===== src/shared/chg_defines.svh =====
// Bus address, register offsets, reset values and timing figures of the charger register bank.
//
// What this block does
// - Answer as bus slave at address 0x53
// - Read-only ignores writes; reserved bits read zero
// - Boost voltage limit, default 5.15V, keeps on watchdog
// - Low-battery cutoff bit: 0 2.8V, 1 2.5V
// - Boost current limit bit 0, default 1.2A
// - Long press 10s turns battery switch off
// - Bit 3 disables bus hang time-out
// - Watchdog restart bit restarts count, self-clears
// - Watchdog period: off, 40s, 80s, 160s
// - Battery switch off bit, hardware set/clear
// - Switch-off delay bit gives 12s delay
// - High-impedance bit, cleared by supply plug-in
// - Boost enable cleared by listed fault events
// - Register 0x02 bit 0 enables charging
// - Optimizer start bit self-clears when complete
// - Auto select overwrites input current limit
// - Input current limit code, default 500mA
// - Overvoltage level limited to 6.35V during boost
// - Input voltage tracking adds battery offset
// - Minimum input voltage code, default 4500mV
// - Pre-charge voltage and current codes
`ifndef CHG_DEFINES_SVH
`define CHG_DEFINES_SVH

// ---------------------------------------------------------------
// Bus address and register offsets.
// ---------------------------------------------------------------
`define CHG_SLAVE_ADDR      7'h53
`define CHG_REG_BOOST       8'h00
`define CHG_REG_TOP         8'h01
`define CHG_REG_FUNC        8'h02
`define CHG_REG_INPUT_CURRENT_CONTROL        8'h03
`define CHG_REG_INPUT_VOLTAGE_CONTROL        8'h04
`define CHG_REG_PRECHARGE_SETTINGS      8'h05

// ---------------------------------------------------------------
// Field reset values.
// ---------------------------------------------------------------
`define CHG_RST_BOOST_V     2'h2
`define CHG_RST_BOOST_LBP   1'h0
`define CHG_RST_BOOST_CC    1'h1
`define CHG_RST_LONG_EN     1'h1
`define CHG_RST_STAT_EN     1'h1
`define CHG_RST_TO_DIS      1'h0
`define CHG_RST_WD_PERIOD   2'h1
`define CHG_RST_SW_OFF      1'h0
`define CHG_RST_OFF_DLY     1'h1
`define CHG_RST_HIZ         1'h0
`define CHG_RST_PFM_DIS     1'h0
`define CHG_RST_FORCE_ON    1'h0
`define CHG_RST_BOOST_EN    1'h0
`define CHG_RST_CHARGING_ALLOW      1'h1
`define CHG_RST_OPT_START   1'h0
`define CHG_RST_AUTO_SEL    1'h1
`define CHG_RST_ICL         6'h0a
`define CHG_RST_OVP         2'h1
`define CHG_RST_TRACK       2'h0
`define CHG_RST_VMIN        4'h6
`define CHG_RST_PRE_V       3'h4
`define CHG_RST_PRE_I       4'h2
// Overvoltage code that the higher codes fall back to during boost.
`define CHG_OVP_BOOST_CAP   2'h1

// ---------------------------------------------------------------
// Timing figures.
// ---------------------------------------------------------------
`define CHG_CLK_PERIOD_NS   8
`define CHG_NS_PER_MS       1000000
`define CHG_LONG_PRESS_MS   10000
`define CHG_SHORT_PRESS_MS  1000
`define CHG_OFF_DELAY_MS    12000

`endif


===== src/shared/chg_pkg.sv =====
// Types shared by the charger register bank.
package chg_pkg;

	// All configuration fields of registers 0x00 to 0x05.
	typedef struct packed {
		logic [1:0] boost_voltage_limit;
		logic       boost_low_battery_cutoff;
		logic       boost_current_limit;
		logic       long_press_enable;
		logic       status_pin_enable;
		logic       bus_timeout_disable;
		logic       watchdog_count_restart;
		logic [1:0] watchdog_period;
		logic       battery_switch_off;
		logic       switch_off_delay;
		logic       high_impedance_input;
		logic       pfm_disable;
		logic       blocking_switch_force_on;
		logic       boost_output_enable;
		logic       charging_allow;
		logic       input_current_optimizer_start;
		logic       auto_input_limit_select;
		logic [5:0] input_current_limit;
		logic [1:0] input_overvoltage_level;
		logic [1:0] input_voltage_tracking;
		logic [3:0] min_input_voltage;
		logic [2:0] precharge_voltage;
		logic [3:0] precharge_current;
	} chg_cfg_type;

	// Hardware events that set or clear self-changing fields.
	typedef struct packed {
		logic       supply_plug_in;
		logic       system_overload;
		logic       over_temperature;
		logic       low_battery;
		logic       input_overvoltage;
		logic       hiccup_fail;
		logic       optimizer_done;
		logic       auto_limit_valid;
		logic [5:0] auto_limit_code;
		logic       watchdog_expired;
		logic       register_reset;
	} chg_evt_type;

	// Serial slave phases.
	typedef enum logic [2:0] {
		CHG_ST_IDLE,
		CHG_ST_ADDR,
		CHG_ST_REG,
		CHG_ST_WDATA,
		CHG_ST_RDATA
	} chg_state_type;

endpackage


===== src/rtl/chg_regbank.sv =====
// Charger control register bank with its serial slave port and power-switch timing.
`timescale 1ns/1ps
`include "chg_defines.svh"

module chg_regbank import chg_pkg::*; #(
	parameter int MS_CYCLES      = `CHG_NS_PER_MS / `CHG_CLK_PERIOD_NS,
	parameter int LONG_PRESS_MS  = `CHG_LONG_PRESS_MS,
	parameter int SHORT_PRESS_MS = `CHG_SHORT_PRESS_MS,
	parameter int OFF_DELAY_MS   = `CHG_OFF_DELAY_MS
) (
	input  wire logic        clk,
	input  wire logic        rst_n,
	input  wire logic        scl_in,
	input  wire logic        sda_in,
	output logic             sda_out,
	output logic             sda_oe,
	input  wire logic        power_button_pin_n,
	input  wire chg_evt_type evt,
	output chg_cfg_type      cfg_q,
	output logic [1:0]       ovp_level_q,
	output logic             battery_switch_on_q,
	output logic             watchdog_restart_q
);

	// ---------------------------------------------------------------
	// Parameter checks.
	// ---------------------------------------------------------------
	// Counters below are sized for these ranges; refuse anything else.
	if (MS_CYCLES < 1 || MS_CYCLES > 262143 || SHORT_PRESS_MS < 1 || LONG_PRESS_MS <= SHORT_PRESS_MS ||
		LONG_PRESS_MS > 16383 || OFF_DELAY_MS < 1 || OFF_DELAY_MS > 16383) begin
		$error("chg_regbank: timing parameters out of range");
	end

	// ---------------------------------------------------------------
	// Pin synchronisers.
	// ---------------------------------------------------------------
	logic [2:0] scl_sync_q;    // Two sync stages plus one history stage.
	logic [2:0] sda_sync_q;    // Two sync stages plus one history stage.
	logic [1:0] btn_sync_q;    // Button pin, two sync stages.

	// The first stage of each chain feeds only the second stage.
	always_ff @(posedge clk) begin
		if (!rst_n) begin
			scl_sync_q <= 3'h7;
			sda_sync_q <= 3'h7;
			btn_sync_q <= 2'h3;
		end else begin
			scl_sync_q <= {scl_sync_q[1:0], scl_in};
			sda_sync_q <= {sda_sync_q[1:0], sda_in};
			btn_sync_q <= {btn_sync_q[0], power_button_pin_n};
		end
	end

	logic scl_rise;    // Clock line went high.
	logic scl_fall;    // Clock line went low.
	logic bus_start;   // Data fell while clock high.
	logic bus_stop;    // Data rose while clock high.
	logic sda_now;     // Settled data line level.

	assign sda_now   = sda_sync_q[1];
	assign scl_rise  = scl_sync_q[1] & ~scl_sync_q[2];
	assign scl_fall  = ~scl_sync_q[1] & scl_sync_q[2];
	assign bus_start = scl_sync_q[1] & scl_sync_q[2] & ~sda_sync_q[1] & sda_sync_q[2];
	assign bus_stop  = scl_sync_q[1] & scl_sync_q[2] & sda_sync_q[1] & ~sda_sync_q[2];

	// ---------------------------------------------------------------
	// Read mux.
	// ---------------------------------------------------------------
	// Reserved bits and unmapped addresses read as zero.
	function automatic logic [7:0] read_byte(input logic [7:0] a, input chg_cfg_type c);
		logic [7:0] r;
		r = 8'h00;
		case (a)
			`CHG_REG_BOOST:  r = {c.boost_voltage_limit, 4'h0, c.boost_low_battery_cutoff,
				c.boost_current_limit};
			`CHG_REG_TOP:    r = {c.long_press_enable, c.status_pin_enable, 2'h0, c.bus_timeout_disable,
				c.watchdog_count_restart, c.watchdog_period};
			`CHG_REG_FUNC:   r = {c.battery_switch_off, c.switch_off_delay, c.high_impedance_input, 1'h0,
				c.pfm_disable, c.blocking_switch_force_on, c.boost_output_enable, c.charging_allow};
			`CHG_REG_INPUT_CURRENT_CONTROL:   r = {c.input_current_optimizer_start, c.auto_input_limit_select,
				c.input_current_limit};
			`CHG_REG_INPUT_VOLTAGE_CONTROL:   r = {c.input_overvoltage_level, c.input_voltage_tracking, c.min_input_voltage};
			`CHG_REG_PRECHARGE_SETTINGS: r = {1'h0, c.precharge_voltage, c.precharge_current};
			default:         r = 8'h00;
		endcase
		return r;
	endfunction

	// ---------------------------------------------------------------
	// Serial slave.
	// ---------------------------------------------------------------
	chg_state_type st_q, st_d;           // Transfer phase.
	logic [3:0]    bit_cnt_q, bit_cnt_d; // Bits clocked in the current byte.
	logic          in_ack_q, in_ack_d;   // Inside the acknowledge slot.
	logic [7:0]    shift_q, shift_d;     // Incoming byte.
	logic [7:0]    tx_q, tx_d;           // Outgoing byte.
	logic [7:0]    ptr_q, ptr_d;         // Register pointer.
	logic          rw_q, rw_d;           // Read transfer selected.
	logic          nack_q, nack_d;       // Host refused further read data.
	logic          oe_q, oe_d;           // Pulling the data line low.
	logic          wr_en;                // One-cycle register write strobe.
	logic [7:0]    rd_now;               // Byte at the pointer.

	assign rd_now = read_byte(ptr_q, cfg_q);

	// Bits are sampled on clock rise and the data line changes only after clock fall.
	always_comb begin
		st_d      = st_q;
		bit_cnt_d = bit_cnt_q;
		in_ack_d  = in_ack_q;
		shift_d   = shift_q;
		tx_d      = tx_q;
		ptr_d     = ptr_q;
		rw_d      = rw_q;
		nack_d    = nack_q;
		oe_d      = oe_q;
		wr_en     = 1'b0;
		if (bus_start) begin
			// A repeated start also lands here and keeps the pointer.
			st_d      = CHG_ST_ADDR;
			bit_cnt_d = 4'h0;
			in_ack_d  = 1'b0;
			oe_d      = 1'b0;
		end else if (bus_stop) begin
			st_d = CHG_ST_IDLE;
			oe_d = 1'b0;
		end else if (st_q != CHG_ST_IDLE && scl_rise) begin
			if (!in_ack_q) begin
				shift_d   = {shift_q[6:0], sda_now};
				bit_cnt_d = bit_cnt_q + 4'h1;
			end else if (st_q == CHG_ST_RDATA) begin
				nack_d = sda_now;
			end
		end else if (st_q != CHG_ST_IDLE && scl_fall) begin
			if (!in_ack_q && bit_cnt_q == 4'h8) begin
				// A whole byte is in; open the acknowledge slot.
				in_ack_d = 1'b1;
				oe_d     = 1'b1;
				case (st_q)
					CHG_ST_ADDR: begin
						if (shift_q[7:1] == `CHG_SLAVE_ADDR) begin
							rw_d = shift_q[0];
						end else begin
							st_d = CHG_ST_IDLE;
							oe_d = 1'b0;
						end
					end
					CHG_ST_REG: begin
						ptr_d = shift_q;
					end
					CHG_ST_WDATA: begin
						wr_en = 1'b1;
						ptr_d = ptr_q + 8'h01;
					end
					CHG_ST_RDATA: begin
						oe_d = 1'b0;
					end
					default: begin
						oe_d = 1'b0;
					end
				endcase
			end else if (in_ack_q) begin
				// Acknowledge slot is over; start the next byte.
				in_ack_d  = 1'b0;
				bit_cnt_d = 4'h0;
				oe_d      = 1'b0;
				case (st_q)
					CHG_ST_ADDR:  st_d = rw_q ? CHG_ST_RDATA : CHG_ST_REG;
					CHG_ST_REG:   st_d = CHG_ST_WDATA;
					CHG_ST_WDATA: st_d = CHG_ST_WDATA;
					CHG_ST_RDATA: st_d = nack_q ? CHG_ST_IDLE : CHG_ST_RDATA;
					default:      st_d = CHG_ST_IDLE;
				endcase
				if ((st_q == CHG_ST_ADDR && rw_q) || (st_q == CHG_ST_RDATA && !nack_q)) begin
					tx_d  = rd_now;
					ptr_d = ptr_q + 8'h01;
					oe_d  = ~rd_now[7];
				end
			end else if (st_q == CHG_ST_RDATA) begin
				// Present the next bit, most significant first.
				tx_d = {tx_q[6:0], 1'b0};
				oe_d = ~tx_q[6];
			end
		end
	end

	// Phase registers of the serial slave.
	always_ff @(posedge clk) begin
		if (!rst_n) begin
			st_q      <= CHG_ST_IDLE;
			bit_cnt_q <= 4'h0;
			in_ack_q  <= 1'b0;
			shift_q   <= 8'h00;
			tx_q      <= 8'h00;
			ptr_q     <= 8'h00;
			rw_q      <= 1'b0;
			nack_q    <= 1'b0;
			oe_q      <= 1'b0;
		end else begin
			st_q      <= st_d;
			bit_cnt_q <= bit_cnt_d;
			in_ack_q  <= in_ack_d;
			shift_q   <= shift_d;
			tx_q      <= tx_d;
			ptr_q     <= ptr_d;
			rw_q      <= rw_d;
			nack_q    <= nack_d;
			oe_q      <= oe_d;
		end
	end

	// The line is open drain: only ever driven low.
	assign sda_oe  = oe_q;
	assign sda_out = 1'b0;

	// ---------------------------------------------------------------
	// Millisecond tick and button timing.
	// ---------------------------------------------------------------
	logic [17:0] div_q, div_d;       // Divider toward the millisecond tick.
	logic        ms_tick;            // One-cycle pulse each millisecond.
	logic [13:0] press_q, press_d;   // Milliseconds the button has been held.
	logic        short_press;        // Button held for the short time.
	logic        long_press;         // Button held for the long time with the feature enabled.

	assign ms_tick     = (div_q == 18'(MS_CYCLES - 1));
	assign short_press = ms_tick && !btn_sync_q[1] && press_q == 14'(SHORT_PRESS_MS - 1);
	assign long_press  = ms_tick && !btn_sync_q[1] && press_q == 14'(LONG_PRESS_MS - 1) &&
		cfg_q.long_press_enable;

	// The press counter stops at the long time so a held button fires once.
	always_comb begin
		div_d   = ms_tick ? 18'h0 : div_q + 18'h1;
		press_d = press_q;
		if (btn_sync_q[1]) begin
			press_d = 14'h0;
		end else if (ms_tick && press_q != 14'(LONG_PRESS_MS)) begin
			press_d = press_q + 14'h1;
		end
	end

	// Divider and press counter registers.
	always_ff @(posedge clk) begin
		if (!rst_n) begin
			div_q   <= 18'h0;
			press_q <= 14'h0;
		end else begin
			div_q   <= div_d;
			press_q <= press_d;
		end
	end

	// ---------------------------------------------------------------
	// Register fields.
	// ---------------------------------------------------------------
	chg_cfg_type cfg_d;       // Next field values.
	logic [7:0]  wd;          // Written byte.
	logic        wr_restart;  // Watchdog restart pulse toward the timer.

	// Order: resets, then host write, then hardware; hardware set beats a host clear.
	always_comb begin
		wd         = shift_q;
		cfg_d      = cfg_q;
		wr_restart = 1'b0;
		// The restart bit lives one cycle and then returns to zero.
		if (cfg_q.watchdog_count_restart) begin
			cfg_d.watchdog_count_restart = 1'b0;
			wr_restart                   = 1'b1;
		end
		if (evt.register_reset) begin
			cfg_d = '{`CHG_RST_BOOST_V, `CHG_RST_BOOST_LBP, `CHG_RST_BOOST_CC, `CHG_RST_LONG_EN,
				`CHG_RST_STAT_EN, `CHG_RST_TO_DIS, 1'b0, `CHG_RST_WD_PERIOD, `CHG_RST_SW_OFF,
				`CHG_RST_OFF_DLY, `CHG_RST_HIZ, `CHG_RST_PFM_DIS, `CHG_RST_FORCE_ON, `CHG_RST_BOOST_EN,
				`CHG_RST_CHARGING_ALLOW, `CHG_RST_OPT_START, `CHG_RST_AUTO_SEL, `CHG_RST_ICL, `CHG_RST_OVP,
				`CHG_RST_TRACK, `CHG_RST_VMIN, `CHG_RST_PRE_V, `CHG_RST_PRE_I};
		end else if (evt.watchdog_expired) begin
			// Only fields flagged for watchdog reset; voltage limit and the rest keep.
			cfg_d.boost_current_limit           = `CHG_RST_BOOST_CC;
			cfg_d.long_press_enable             = `CHG_RST_LONG_EN;
			cfg_d.bus_timeout_disable           = `CHG_RST_TO_DIS;
			cfg_d.watchdog_count_restart        = 1'b0;
			cfg_d.watchdog_period               = `CHG_RST_WD_PERIOD;
			cfg_d.high_impedance_input          = `CHG_RST_HIZ;
			cfg_d.boost_output_enable           = `CHG_RST_BOOST_EN;
			cfg_d.charging_allow                = `CHG_RST_CHARGING_ALLOW;
			cfg_d.input_current_optimizer_start = `CHG_RST_OPT_START;
			cfg_d.auto_input_limit_select       = `CHG_RST_AUTO_SEL;
			cfg_d.precharge_voltage             = `CHG_RST_PRE_V;
			cfg_d.precharge_current             = `CHG_RST_PRE_I;
		end else if (wr_en) begin
			case (ptr_q)
				`CHG_REG_BOOST: begin
					cfg_d.boost_voltage_limit      = wd[7:6];
					cfg_d.boost_low_battery_cutoff = wd[1];
					cfg_d.boost_current_limit      = wd[0];
				end
				`CHG_REG_TOP: begin
					cfg_d.long_press_enable      = wd[7];
					cfg_d.status_pin_enable      = wd[6];
					cfg_d.bus_timeout_disable    = wd[3];
					cfg_d.watchdog_count_restart = wd[2];
					cfg_d.watchdog_period        = wd[1:0];
				end
				`CHG_REG_FUNC: begin
					cfg_d.battery_switch_off       = wd[7];
					cfg_d.switch_off_delay         = wd[6];
					cfg_d.high_impedance_input     = wd[5];
					cfg_d.pfm_disable              = wd[3];
					cfg_d.blocking_switch_force_on = wd[2];
					cfg_d.boost_output_enable      = wd[1];
					cfg_d.charging_allow           = wd[0];
				end
				`CHG_REG_INPUT_CURRENT_CONTROL: begin
					cfg_d.input_current_optimizer_start = wd[7];
					cfg_d.auto_input_limit_select       = wd[6];
					cfg_d.input_current_limit           = wd[5:0];
				end
				`CHG_REG_INPUT_VOLTAGE_CONTROL: begin
					cfg_d.input_overvoltage_level = wd[7:6];
					cfg_d.input_voltage_tracking  = wd[5:4];
					cfg_d.min_input_voltage       = wd[3:0];
				end
				`CHG_REG_PRECHARGE_SETTINGS: begin
					cfg_d.precharge_voltage = wd[6:4];
					cfg_d.precharge_current = wd[3:0];
				end
				default: begin
					// Unmapped and read-only locations swallow the write.
					cfg_d = cfg_d;
				end
			endcase
		end
		// Hardware changes to self-changing fields.
		if (evt.supply_plug_in || short_press) begin
			cfg_d.battery_switch_off = 1'b0;
		end
		if (evt.supply_plug_in) begin
			cfg_d.high_impedance_input = 1'b0;
		end
		if (evt.system_overload || long_press) begin
			cfg_d.battery_switch_off = 1'b1;
		end
		if (evt.optimizer_done) begin
			cfg_d.input_current_optimizer_start = 1'b0;
		end
		if (evt.auto_limit_valid && cfg_q.auto_input_limit_select) begin
			cfg_d.input_current_limit = evt.auto_limit_code;
		end
		if (cfg_d.high_impedance_input || evt.over_temperature || evt.low_battery || evt.input_overvoltage ||
			long_press || cfg_d.battery_switch_off || evt.hiccup_fail) begin
			cfg_d.boost_output_enable = 1'b0;
		end
	end

	// Field registers.
	always_ff @(posedge clk) begin
		if (!rst_n) begin
			cfg_q <= '{`CHG_RST_BOOST_V, `CHG_RST_BOOST_LBP, `CHG_RST_BOOST_CC, `CHG_RST_LONG_EN,
				`CHG_RST_STAT_EN, `CHG_RST_TO_DIS, 1'b0, `CHG_RST_WD_PERIOD, `CHG_RST_SW_OFF,
				`CHG_RST_OFF_DLY, `CHG_RST_HIZ, `CHG_RST_PFM_DIS, `CHG_RST_FORCE_ON, `CHG_RST_BOOST_EN,
				`CHG_RST_CHARGING_ALLOW, `CHG_RST_OPT_START, `CHG_RST_AUTO_SEL, `CHG_RST_ICL, `CHG_RST_OVP,
				`CHG_RST_TRACK, `CHG_RST_VMIN, `CHG_RST_PRE_V, `CHG_RST_PRE_I};
			watchdog_restart_q <= 1'b0;
		end else begin
			cfg_q              <= cfg_d;
			watchdog_restart_q <= wr_restart;
		end
	end

	// ---------------------------------------------------------------
	// Battery switch and effective overvoltage level.
	// ---------------------------------------------------------------
	logic [13:0] off_cnt_q, off_cnt_d;   // Milliseconds waited before switching off.
	logic        sw_on_d;                // Next switch state.
	logic [1:0]  ovp_d;                  // Level handed to the protection comparator.

	// The delay restarts whenever the off request is withdrawn.
	always_comb begin
		off_cnt_d = off_cnt_q;
		sw_on_d   = battery_switch_on_q;
		if (long_press) begin
			sw_on_d = 1'b0;
		end else if (!cfg_q.battery_switch_off) begin
			off_cnt_d = 14'h0;
			sw_on_d   = 1'b1;
		end else if (!cfg_q.switch_off_delay) begin
			sw_on_d = 1'b0;
		end else if (off_cnt_q == 14'(OFF_DELAY_MS)) begin
			sw_on_d = 1'b0;
		end else if (ms_tick) begin
			off_cnt_d = off_cnt_q + 14'h1;
		end
		ovp_d = cfg_q.input_overvoltage_level;
		if (cfg_q.boost_output_enable && cfg_q.input_overvoltage_level > `CHG_OVP_BOOST_CAP) begin
			ovp_d = `CHG_OVP_BOOST_CAP;
		end
	end

	// Switch and level registers.
	always_ff @(posedge clk) begin
		if (!rst_n) begin
			off_cnt_q           <= 14'h0;
			battery_switch_on_q <= 1'b1;
			ovp_level_q         <= `CHG_RST_OVP;
		end else begin
			off_cnt_q           <= off_cnt_d;
			battery_switch_on_q <= sw_on_d;
			ovp_level_q         <= ovp_d;
		end
	end

endmodule


===== config.mk =====
export PLATFORM = sky130hd
export DESIGN_NAME = chg_regbank
export DESIGN_NICKNAME = d
export VERILOG_FILES = /design/src/shared/chg_pkg.sv /design/src/rtl/chg_regbank.sv
export VERILOG_INCLUDE_DIRS = /design/src /design/src/shared
export SDC_FILE = /design/constraint.sdc
export NUM_CORES = 1
export LEC_CHECK = 0
export BUFFER_PORTS_ARGS = -buffer_cell sky130_fd_sc_hd__buf_2
export CAP_MARGIN = 15
export CORE_MARGIN = 4
export CORE_UTILIZATION = 55
export CTS_CLUSTER_SIZE = 10
export DETAILED_ROUTE_END_ITERATION = 7
export HOLD_SLACK_MARGIN = 0.15
export PLACE_DENSITY = 0.75
export SLEW_MARGIN = 5
export SYNTH_ARGS = -nofsm -noshare
export SYNTH_HDL_FRONTEND = slang
export SYNTH_SLANG_ARGS = --single-unit

===== constraint.sdc =====
create_clock -name clk -period 5.2 [get_ports clk]
set_clock_uncertainty 0.1 [all_clocks]
set_input_delay 0.52 -clock clk [delete_from_list [all_inputs] [get_ports clk]]
set_output_delay 0.52 -clock clk [all_outputs]
set_load 0.05 [all_outputs]

=== Word-level counts from Yosys, hierarchy flattened ===
Cells that the tools add are included.

* Add/sub/neg operators: 5
* $mul: 0
* Divide/modulo/power cells: 0
* Order comparisons: 1
* Equality and inequality tests: 30
* Shifts and indexed selects: 0
* Muxes and demuxes: 64
* Bitwise gates (word level): 23
* Reductions and logical operators: 68

{| class="wikitable"
|+ Operators with widths
! kind !! number
|-
| 14-bit 2-to-1 mux || 5
|-
| 8-bit one-hot mux with 6 select lines || 1
|-
| 7-bit 2-to-1 mux || 6
|-
| 40-bit 2-to-1 mux || 1
|-
| 8-bit 2-to-1 mux || 5
|-
| 30-bit 2-to-1 mux || 1
|-
| 14-bit by 1-bit adder with 14-bit output (second input constant) || 2
|-
| 14-bit equality test (second input constant) || 2
|-
| 4-bit 2-to-1 mux || 7
|-
| 1-bit 2-to-1 mux || 25
|-
| 3-bit AND reduction || 7
|-
| 7-bit AND reduction || 3
|-
| 5-bit AND reduction || 4
|-
| 18-bit by 1-bit adder with 18-bit output (second input constant) || 1
|-
| 18-bit by 17-bit equality test with 1-bit output (second input constant) || 1
|-
| 3-bit 2-to-1 mux || 6
|-
| 8-bit by 2-bit equality test with 1-bit output (second input constant) || 2
|-
| 8-bit by 3-bit equality test with 1-bit output (second input constant) || 2
|-
| 1-bit inverter || 16
|-
| 8-bit one-hot mux with 2 select lines || 1
|-
| 3-bit nonzero test || 5
|-
| 14-bit by 10-bit equality test with 1-bit output (second input constant) || 1
|-
| 14-bit != test (second input constant) || 1
|-
| 1-bit logical AND || 12
|-
| other kinds (33) || 74
|}

* Bits in registers: 132
* Bits in latches: 0
* Bits in writable memories: 0
* ROM bits: 0
* Bits of input ports: 21
* Output and inout port bits: 46
* Logic and storage cells: 233
* Memories kept: 0

=== Logic depth before layout (Yosys ltp) ===
Gate-level depths: netlist of the first run.

* Depth in word-level cells: 18
* Gate-level depth with buffers: 9
* Mapped depth without buffers: 8

=== Worst setup path before layout of the first run ===
OpenSTA, ideal clock, no wires.

* Path kind: reg2reg
* Start point: register ptr_q[5]
* End point: register cfg_q[27] in the netlist's numbering
* Library setup time: 60 ps
* Arrival: 2197 ps
* Required time: 5040 ps
* Slack: 2843 ps
* Cell stages (with the launch flop): 8
* Buffers on the path: 1
* Clock period less this slack: 2357 ps
* Cell sequence: dfxtp_1 or2_1 or4_4 buf_6 or4_4 mux2i_1 nor4_1 and2_1

* Longest elaborated chain between the ends: 6

{| class="wikitable"
|+ RTL lines
! what !! RTL line !! text
|-
| start: declaration || chg_regbank.sv:97 || <nowiki>logic [7:0] ptr_q, ptr_d;</nowiki>
|-
| start signal: assignment || chg_regbank.sv:205 || <nowiki>ptr_q <= ptr_d;</nowiki>
|-
| 8-bit by 2-bit equality test with 1-bit output || chg_regbank.sv:290 || <nowiki>case (ptr_q)</nowiki>
|-
| 7-bit 2-to-1 mux || chg_regbank.sv:290 ||
|-
| 40-bit 2-to-1 mux || chg_regbank.sv:289 || <nowiki>end else if (wr_en) begin</nowiki>
|-
| 1-bit 2-to-1 mux || chg_regbank.sv:275 || <nowiki>end else if (evt.watchdog_expired) begin</nowiki>
|-
| 30-bit 2-to-1 mux || chg_regbank.sv:269 || <nowiki>if (evt.register_reset) begin</nowiki>
|-
| 1-bit 2-to-1 mux || chg_regbank.sv:336 || <nowiki>if (evt.supply_plug_in) begin</nowiki>
|-
| end signal: assignment || chg_regbank.sv:357 || <nowiki>cfg_q <= '{`CHG_RST_BOOST_V, `CHG_RST_BOOST_LBP, `CHG_RST_BOOST_CC, `CHG_RST_LONG_EN,</nowiki>
|-
| end signal: assignment || chg_regbank.sv:364 || <nowiki>cfg_q <= cfg_d;</nowiki>
|-
| end: declaration || chg_regbank.sv:19 || <nowiki>output chg_cfg_type cfg_q,</nowiki>
|}

Every way passes these cells. The select of a mux whose other input is x is not followed.
A chain may end at the register's enable or synchronous reset.

=== Worst setup path in the final report of the first run ===
* Start point: register press_q[0]
* End point: register off_cnt_q[3]

* Longest elaborated chain between the ends: 5

{| class="wikitable"
|+ RTL lines
! what !! RTL line !! text
|-
| start: declaration || chg_regbank.sv:221 || <nowiki>logic [13:0] press_q, press_d;</nowiki>
|-
| start signal: assignment || chg_regbank.sv:248 || <nowiki>press_q <= press_d;</nowiki>
|-
| 14-bit equality test || chg_regbank.sv:227 || <nowiki>assign long_press = ms_tick && !btn_sync_q[1] && press_q == 14'(LONG_PRESS_MS - 1) &&</nowiki>
|-
| 1-bit logical AND (2 in series) || chg_regbank.sv:227 ||
|-
| 1-bit inverter (no source line) || - ||
|-
| 4-bit AND reduction (no source line) || - ||
|-
| end signal: assignment || chg_regbank.sv:405 || <nowiki>off_cnt_q <= off_cnt_d;</nowiki>
|-
| end: declaration || chg_regbank.sv:372 || <nowiki>logic [13:0] off_cnt_q, off_cnt_d;</nowiki>
|}

Every way passes these cells.

==> summary.txt, run 1 <==
outcome: complete, no violations
largest net degree at the start of global routing: 58
most frequent cells in the layout: dfxtp_1, nand2_1, nor2_1
wire length on met3: 1150 um
final hold violation count: 0
Crit Path Class: flip-flop to flip-flop
Post-synth EDFFs: 0
initial core utilization: 56.8%
drt wl/cell: 16.7 um
crit-path max FO: 12
Synth Cell Area: 6570 um^2
final non-filler cell total: 973
RSZ-0062 raised after global routing: no
met2 wire len: 7400 um
top cell type's share of synthesized area: 40.2%
cts repair resizes: 0
drt via density: 6.08
PnR worst setup slack: 2.40 ns
max frequency: 358 MHz
post-route ant nets: 0
CTS Hold Buffers Added: 0
Power Density: 305 nW/um^2
asr flop ratio synth: 0%
initial antenna violation count: 0
# rows: 39
total number of vias: 5,911
die width: 117 um
MaxCap Viol Count: 0
final hold slack: 0.166 ns
num ports: 67
First-pass DRT Iterations: 5
Tot GR Track Use: 24.6%
total grt overflow: 0
CTS tree: done
dominant cell type by area after synthesis: dfxtp_1
Die Span Y: 117 um
M1 WL: 7370 um
Clock Pin Slew Worst Setup and Hold Paths: 0.06 ns
# diodes: 0
DRC errors left: 0
synthesis-to-layout area growth: 13.7%
drt first-iter violations: 626
syn nets: 810
Worst-Margin Slew: 1.03 ns
nature of the critical path endpoint: flip-flop
Startpoint Class: flip-flop
Leakage Power: 2.73 nW
Data arrival, critical path: 3.02 ns
# nets final: 849
Placed Cells incl. Taps: 940
Final TNS setup: 0 ns
library cells used by synthesis: 71
Final Slew Violations: 0
Setup WS pre-CTS: 2.44 ns
post-layout util: 64.6%
Final min period: 2.80 ns
Buffers on Ports: 65
Seq cells post-synth: 132
final setup fails: 0
die area: 13,800 um^2
Critical Path RT: 5.43 ns
Hold WC Path Type: input port to flip-flop
hpwl dp: 11,300 um
Ys Warns: 0
sequential-to-total area share from yosys stat: 40.2%
Post-CTS Setup Inserts: 0
CTS max path bufs: 2
GPL Wtd Cong: 0.897
total routed wirelength: 16,300 um
number of global-route vias before repair: 5,505
most common cell after layout, fill and taps aside: dfxtp_1
root buffer cell: clkbuf_16
top sig layer: met4
Num CTS Buffers: 17
Post-Synthesis Cells: 778
# H-tree levels: 4
leading post-synthesis cells by cell area: dfxtp_1, mux2i_1, nand2_1
worst vdd rail ir drop: 238 uV
core area: 11,600 um^2
share of post-route cells with drive strength above 1: 13.3%
global-route wire length before repair: 26,600 um
Synth Flop Type: dfxtp_1
Clock Latency Late Sink: 0.42 ns
Worst slew margin: 31.3%
Avg Inst Size Synth: 8.44 um^2
CTS sink cnt: 132
final worst-path cycle share: 53.8%
## power breakdown
part	switching (mW)	leakage [nW]	internal [mW]	total [mW]
clock network	0.437	0.285	0.737	1.17
logic	0.0510	1.37	0.0246	0.0756
registers	0.00846	1.07	1.02	1.03
total	0.496	2.73	1.78	2.28
## path summary, 6_finish.rpt
path,depth (start not counted),end,from,slack (ns)
setup / recovery,7,off_cnt_q[3],press_q[0],2.40
hold / removal,2,cfg_q[22],evt[9],0.17
setup reg to reg,7,off_cnt_q[3],press_q[0],2.40
hold reg to reg,1,btn_sync_q[1],btn_sync_q[0],0.31
## synthesized netlist by cell type (13+ instances only)
cell type,count
a21oi_1,36
a22oi_1,14
clkbuf_1,38
dfxtp_1,132
inv_1,20
mux2i_1,32
nand2_1,83
nand2b_1,17
nand3_1,36
nand4_1,15
nor2_1,81
nor2b_1,22
nor3_1,21
o21ai_0,20
o21ai_1,13
xnor2_1,20
xor2_1,20
## per-stage QoR
stage / instance area, um^2 / power, mW
floorplan: 6570 / 1.11
global placement: 6880 / 1.12
detailed placement: 6880 / 1.13
CTS: 7460 / 2.29
global route: 7470 / 2.34
finish: 7470 / 2.28
## critical path: stages (launching register included)
cell and delay (ns):
dfxtp_1 0.42, ha_1 0.34, nor4bb_1 0.68, nand4_1 0.15, nor3_1 0.20, buf_4 0.23
o21ai_1 0.28, a311oi_1 0.31
## final cells by class
cell class	instances	area, um^2
fill	935	4100
tap	143	179
multi-input combinational	577	3630
inverter	20	75.1
timing repair buffer	69	359
clock inverter	10	105
sequential	132	2640
clock buffer	22	474
## per-layer routing
metal / vias up / global-route usage, %
li1: 2847 / -
met1: 2814 / 32.8
met2: 216 / 38.6
met3: 34 / 5.04
met4: 0 / 11.1
met5: - / 0
## kinds of logic after synthesis
logic type / count (synthesis) / synth area share [%]
AOI/OAI and AO/OA: 142 / 14.4
xor gates and xnor gates: 40 / 5.33
adders and majority gates: 11 / 2.09
and+or+nand+nor: 351 / 28.5
DFF: 132 / 40.2
other: 1 / 0.0571
muxes: 32 / 4.88
buffers and inverters: 69 / 4.48
## state kept, by name, indices dropped and copies added (netlist names), 2 cells and up
signal and flops:
scl_sync_q 3, st_q 3, shift_q 8, ptr_q 8
cfg_q 40, press_q 14, off_cnt_q 14, div_q 18
sda_sync_q 3, tx_q 7, bit_cnt_q 4, ovp_level_q 2
btn_sync_q 2
Note: power is estimated with default switching activity, not from simulation.
==> inputs of run 2 (changes only) <==
- clock period: 5.2 -> 2.6 ns (I/O delays scaled with it)
==> run 2 against run 1 <==
Net effect:
- global-route usage rose by 1.2 points
- non-clock buffer count rose by 44
- critical path depth fell by 1
- clock-buffer cell count rose by 3
- first-iteration DRC count fell by 19%
- sequential share of layout area fell by 1.6 points
- total power rose by 93%
- clock power rose by 85%
- hold slack improved by 0.11 ns
- die area did not move
- setup slack got worse by 2.2 ns
- highest routed layer unchanged
==> summary.txt, run 2 (synthesized netlist as in run 1, its figures left out) <==
outcome: complete, no violations (unchanged)
# nets final: 893 (was 849)
final non-filler cell total: 1,014 (was 973)
number of global-route vias before repair: 5,766 (was 5,505)
multi-input gate area in the final layout: 3660 um^2 (was 3630 um^2)
total number of vias: 6,136 (was 5,911)
# fillers: 933 (was 935)
Final TNS setup: 0 ns (unchanged)
Internal: 3.46 mW (was 1.78 mW)
root buffer cell: clkbuf_16 (unchanged)
met1 Use GR: 32.8% (about the same)
Largest register FFs: 40 (unchanged)
initial core utilization: 56.8% (unchanged)
CTS max path bufs: 2 (unchanged)
post-route cell area: 7820 um^2 (was 7470 um^2)
Area after DPL: 7090 um^2 (was 6880 um^2)
crit path cell chain: or2_1 -> or4_4 -> or2_4 -> o31ai_4 -> mux2i_1 -> nand2_1 (was ha_1 -> nor4bb_1 -> nand4_1 -> nor3_1 -> buf_4 -> o21ai_1 -> a311oi_1)
MaxCap Viol Count: 0 (unchanged)
Critical Path RT: 2.80 ns (was 5.43 ns)
Top Registers: cfg_q x40, div_q x18 (unchanged)
drt first-iter violations: 509 (was 626)
sw frac: 21.3% (was 21.8%)
grt met2 use: 41.8% (was 38.6%)
Num CTS Buffers: 17 (unchanged)
post-route ant nets: 0 (unchanged)
# diodes: 0 (unchanged)
Startpoint Class: flip-flop (unchanged)
drt via density: 6.05 (was 6.08)
final worst-path cycle share: 93.2% (was 53.8%)
Power Density: 562 nW/um^2 (was 305 nW/um^2)
num ports: 67 (unchanged)
crit-path max FO: 10 (was 12)
global-route wire length before repair: 28,100 um (was 26,600 um)
core area: 11,600 um^2 (unchanged)
# rows: 39 (unchanged)
register area: 2640 um^2 (unchanged)
final hold violation count: 0 (unchanged)
total grt overflow: 0 (unchanged)
Data arrival, critical path: 2.62 ns (was 3.02 ns)
hpwl dp: 12,000 um (was 11,300 um)
DRC errors left: 0 (unchanged)
worst vdd rail ir drop: 410 uV (was 238 uV)
CTS tree: done (unchanged)
Clock Latency Late Sink: 0.42 ns (about the same)
GPL Wtd Cong: 0.946 (was 0.897)
Net Switching: 0.934 mW (was 0.496 mW)
GR peak layer: met2 (unchanged)
Leakage Power: 2.93 nW (was 2.73 nW)
# H-tree levels: 4 (unchanged)
Tot GR Track Use: 25.8% (was 24.6%)
RSZ-0062 raised after global routing: no (unchanged)
sequential power share: 46.8% (was 45.2%)
Critical Path Max Stage Delay: 0.51 ns (was 0.68 ns)
Buffers on Ports: 65 (unchanged)
largest register by flop count: cfg_q (unchanged)
max frequency: 413 MHz (was 358 MHz)
total routed wirelength: 17,200 um (was 16,300 um)
clock group share of total power: 49.1% (was 51.5%)
largest net degree at the start of global routing: 33 (was 58)
synthesis-to-layout area growth: 19.0% (was 13.7%)
drt wl/cell: 16.9 um (was 16.7 um)
met3 usage: 6.74% (was 5.04%)
Worst slew margin: 47.2% (was 31.3%)
First-pass DRT Iterations: 6 (was 5)
Crit Path Class: flip-flop to flip-flop (unchanged)
Final min period: 2.42 ns (was 2.80 ns)
initial antenna violation count: 0 (unchanged)
Gate power share: 4.1% (was 3.3%)
Clock Pin Slew Worst Setup and Hold Paths: 0.05 ns (was 0.06 ns)
most common cell after layout, fill and taps aside: dfxtp_1 (unchanged)
Worst-Margin Slew: 0.792 ns (was 1.03 ns)
CTS sink cnt: 132 (unchanged)
Die Span Y: 117 um (unchanged)
Final Slew Violations: 0 (unchanged)
die area: 13,800 um^2 (unchanged)
final setup fails: 0 (unchanged)
Hold WC Path Type: input port to flip-flop (unchanged)
most frequent cells in the layout: dfxtp_1, nand2_1, nor2_1 (unchanged)
Placed Cells incl. Taps: 968 (was 940)
nature of the critical path endpoint: flip-flop (unchanged)
die width: 117 um (unchanged)
share of post-route cells with drive strength above 1: 16.1% (was 13.3%)
critical path's slowest cell: or4_4 (was nor4bb_1)
==> run 2: worst paths after layout <==
check,from,to,slack [ns],cells past startpoint
setup / recovery,ptr_q[5],cfg_q[18],0.18,6
setup reg to reg,ptr_q[5],cfg_q[18],0.18,6
hold / removal,evt[0],cfg_q[27],0.27,3
hold reg to reg,btn_sync_q[0],btn_sync_q[1],0.31,1
==> run 2: power by group through the flow <==
stage	sequential [mW]	combinational [mW]	clock, mW
after floorplan	2.12	0.0896	0
after global placement	2.10	0.156	0
after detailed placement	2.10	0.159	0
after CTS	2.06	0.177	2.18
after global routing	2.06	0.194	2.29
final	2.06	0.179	2.16
==> run 2: stage by stage <==
step	hold slack, ns	util [%]	worst slack [ns]	power (mW)
3_5_place_dp	0.293	61.3	0.0934	2.26
4_1_cts	0.265	67.3	0.0530	4.42
2_1_floorplan	0.239	-	0.243	2.21
3_3_place_gp	0.289	61.3	0.232	2.25
6_report	0.273	67.6	0.177	4.39
5_1_grt	0.277	67.6	0.00386	4.54
==> run 2: what timing repair did <==
action                     in CTS  in global routing
setup endpoints to repair       0                 18
hold endpoints to repair       17                  0
hold buffers                   16                  0
setup buffers                   0                  1
resized for setup               0                  5
==> run 2: area by class of cell <==
cell class / count / area share [%]
Sequential cell: 132 / 33.8
Inverter: 20 / 0.960
Clock inverter: 4 / 0.288
Multi-Input combinational cell: 577 / 46.8
Timing Repair Buffer: 113 / 9.28
Tap cell: 143 / 2.29
Clock buffer: 25 / 6.59
==> run 2: critical path: cells and delay by family, from the launching register on <==
kind            cells  cell delay, ns
flops               1            0.35
mux                 1            0.24
compound gates      1            0.45
simple gates        4            1.15
==> run 2: layer usage <==
metal | wire length [um] | vias to the layer above | part of all wire, %
li1 | - | 2918 | -
met1 | 7390 | 2902 | 43
met2 | 8080 | 270 | 47
met3 | 1290 | 46 | 7.5
met4 | 427 | 0 | 2.5
met5 | 0 | - | 0
==> inputs of run 3 (changes only) <==
- PLACE_DENSITY: 0.75 -> 0.76
==> run 3 against run 2 <==
Net effect:
- total power grew 9.6%
- setup slack gained 0.059 ns
- flip-flop and latch count is the same
- critical path type unchanged
- critical endpoint is now off_cnt_q[9]
- largest power group unchanged
==> summary.txt, run 3 (synthesized netlist as in run 1, its figures left out) <==
Clock Pin Slew Worst Setup and Hold Paths: 0.06 ns (was 0.05 ns)
Final Slew Violations: 0 (unchanged)
Hold WC Path Type: input port to flip-flop (unchanged)
post-route ant nets: 0 (unchanged)
synthesis-to-layout area growth: 20.7% (was 19.0%)
Tot GR Track Use: 25.5% (was 25.8%)
RSZ-0062 raised after global routing: no (unchanged)
post-route cell area: 7930 um^2 (was 7820 um^2)
outcome: complete, no violations (unchanged)
Final min period: 2.36 ns (was 2.42 ns)
Worst slew margin: 43.6% (was 47.2%)
CTS max path bufs: 2 (unchanged)
register area: 2640 um^2 (unchanged)
global-route wire length before repair: 27,900 um (was 28,100 um)
share of post-route cells with drive strength above 1: 16.3% (was 16.1%)
crit-path max FO: 12 (was 10)
total grt overflow: 0 (unchanged)
Critical Path RT: 2.83 ns (was 2.80 ns)
final hold violation count: 0 (unchanged)
multi-input gate area in the final layout: 3640 um^2 (was 3660 um^2)
total number of vias: 6,104 (was 6,136)
final hold slack: 0.261 ns (was 0.273 ns)
largest net degree at the start of global routing: 33 (unchanged)
total routed wirelength: 17,000 um (was 17,200 um)
First-pass DRT Iterations: 5 (was 6)
Die Span Y: 117 um (unchanged)
die width: 117 um (unchanged)
number of global-route vias before repair: 5,737 (was 5,766)
largest register by flop count: cfg_q (unchanged)
num ports: 67 (unchanged)
# rows: 39 (unchanged)
drt via density: 6.00 (was 6.05)
Clock Latency Late Sink: 0.43 ns (was 0.42 ns)
# nets final: 894 (was 893)
DRC errors left: 0 (unchanged)
Placed Cells incl. Taps: 969 (was 968)
Startpoint Class: flip-flop (unchanged)
final setup fails: 0 (unchanged)
drt first-iter violations: 497 (was 509)
core area: 11,600 um^2 (unchanged)
# diodes: 0 (unchanged)
final non-filler cell total: 1,018 (was 1,014)
root buffer cell: clkbuf_16 (unchanged)
Power Density: 607 nW/um^2 (was 562 nW/um^2)
worst vdd rail ir drop: 416 uV (was 410 uV)
Worst-Margin Slew: 0.840 ns (was 0.792 ns)
Top Registers: cfg_q x40, div_q x18 (unchanged)
initial core utilization: 56.8% (unchanged)
Buffers on Ports: 65 (unchanged)
# H-tree levels: 4 (unchanged)
# fillers: 893 (was 933)
CTS tree: done (unchanged)
Crit Path Class: flip-flop to flip-flop (unchanged)
most frequent cells in the layout: dfxtp_1, nand2_1, nor2_1 (unchanged)
drt wl/cell: 16.7 um (was 16.9 um)
Largest register FFs: 40 (unchanged)
max frequency: 423 MHz (was 413 MHz)
MaxCap Viol Count: 0 (unchanged)
die area: 13,800 um^2 (unchanged)
initial antenna violation count: 0 (unchanged)
final worst-path cycle share: 90.9% (was 93.2%)
hpwl dp: 11,800 um (was 12,000 um)
Leakage Power: 2.98 nW (was 2.93 nW)
final total power: 4.82 mW (was 4.39 mW)
Area after DPL: 7100 um^2 (was 7090 um^2)
CTS sink cnt: 132 (unchanged)
Data arrival, critical path: 2.59 ns (was 2.62 ns)
Final TNS setup: 0 ns (unchanged)
Num CTS Buffers: 17 (unchanged)
nature of the critical path endpoint: flip-flop (unchanged)
GPL Wtd Cong: 0.917 (was 0.946)
most common cell after layout, fill and taps aside: dfxtp_1 (unchanged)
[run 3: cell count changes in the layout (fill, tap and decap cells not counted), sizes merged]
cell      delta
buf          +1
clkinv       +1
bufinv       +4
clkbuf       -5
clkinvlp     +3
[run 3: worst paths after layout]
path                               startpoint             to  slack (ns)  cells after the start
worst max register to register     press_q[8]   off_cnt_q[9]        0.24                      6
worst min register to register  btn_sync_q[0]  btn_sync_q[1]        0.31                      1
worst max-delay path               press_q[8]   off_cnt_q[9]        0.24                      6
worst min-delay path                   evt[0]      cfg_q[27]        0.26                      3
[run 3: what timing repair did]
item,CTS,global route
hold buffers,16,0
setup endpoints to repair,0,11
gates resized for setup,0,2
endpoints found under the hold margin,17,0
setup buffers,0,1
[run 3: critical path, cell delays in order, from the launching register on]
cell and delay (ns):
dfxtp_1 0.37, nor4bb_1 0.64, nand4_1 0.18, nor3_1 0.18, buf_4 0.21, o21ai_1 0.28, a311oi_1 0.30
[run 3: metal layers]
metal / GRT usage [%] / routed length, um / up-vias
met5: 0 / 0 / -
met4: 9.17 / 379 / 0
met1: 33.4 / 7450 / 2874
li1: - / - / 2938
met2: 40.2 / 7840 / 247
met3: 7.15 / 1330 / 45
[run 3: stage by stage]
stage / utilization, % / setup slack [ns]
floorplan: - / 0.243
global placement: 61.4 / 0.211
detailed placement: 61.4 / 0.124
CTS: 68.3 / 0.110
global route: 68.5 / 0.0431
finish: 68.5 / 0.236
[run 3: power breakdown]
part	internal, mW	switching (mW)	total [mW]	leakage [nW]
clock	1.68	0.894	2.57	0.304
sequential	2.04	0.0149	2.06	1.07
combinational	0.0746	0.113	0.188	1.60
total	3.79	1.02	4.82	2.98
[run 3: layout make-up]
type	instances	area share, %
clock buffers	20	5.89
repair buffers	114	9.41
well taps	143	2.26
inverters	20	0.947
flip-flops and latches	132	33.3
clock inverters	12	2.24
multi-input cells	577	45.9
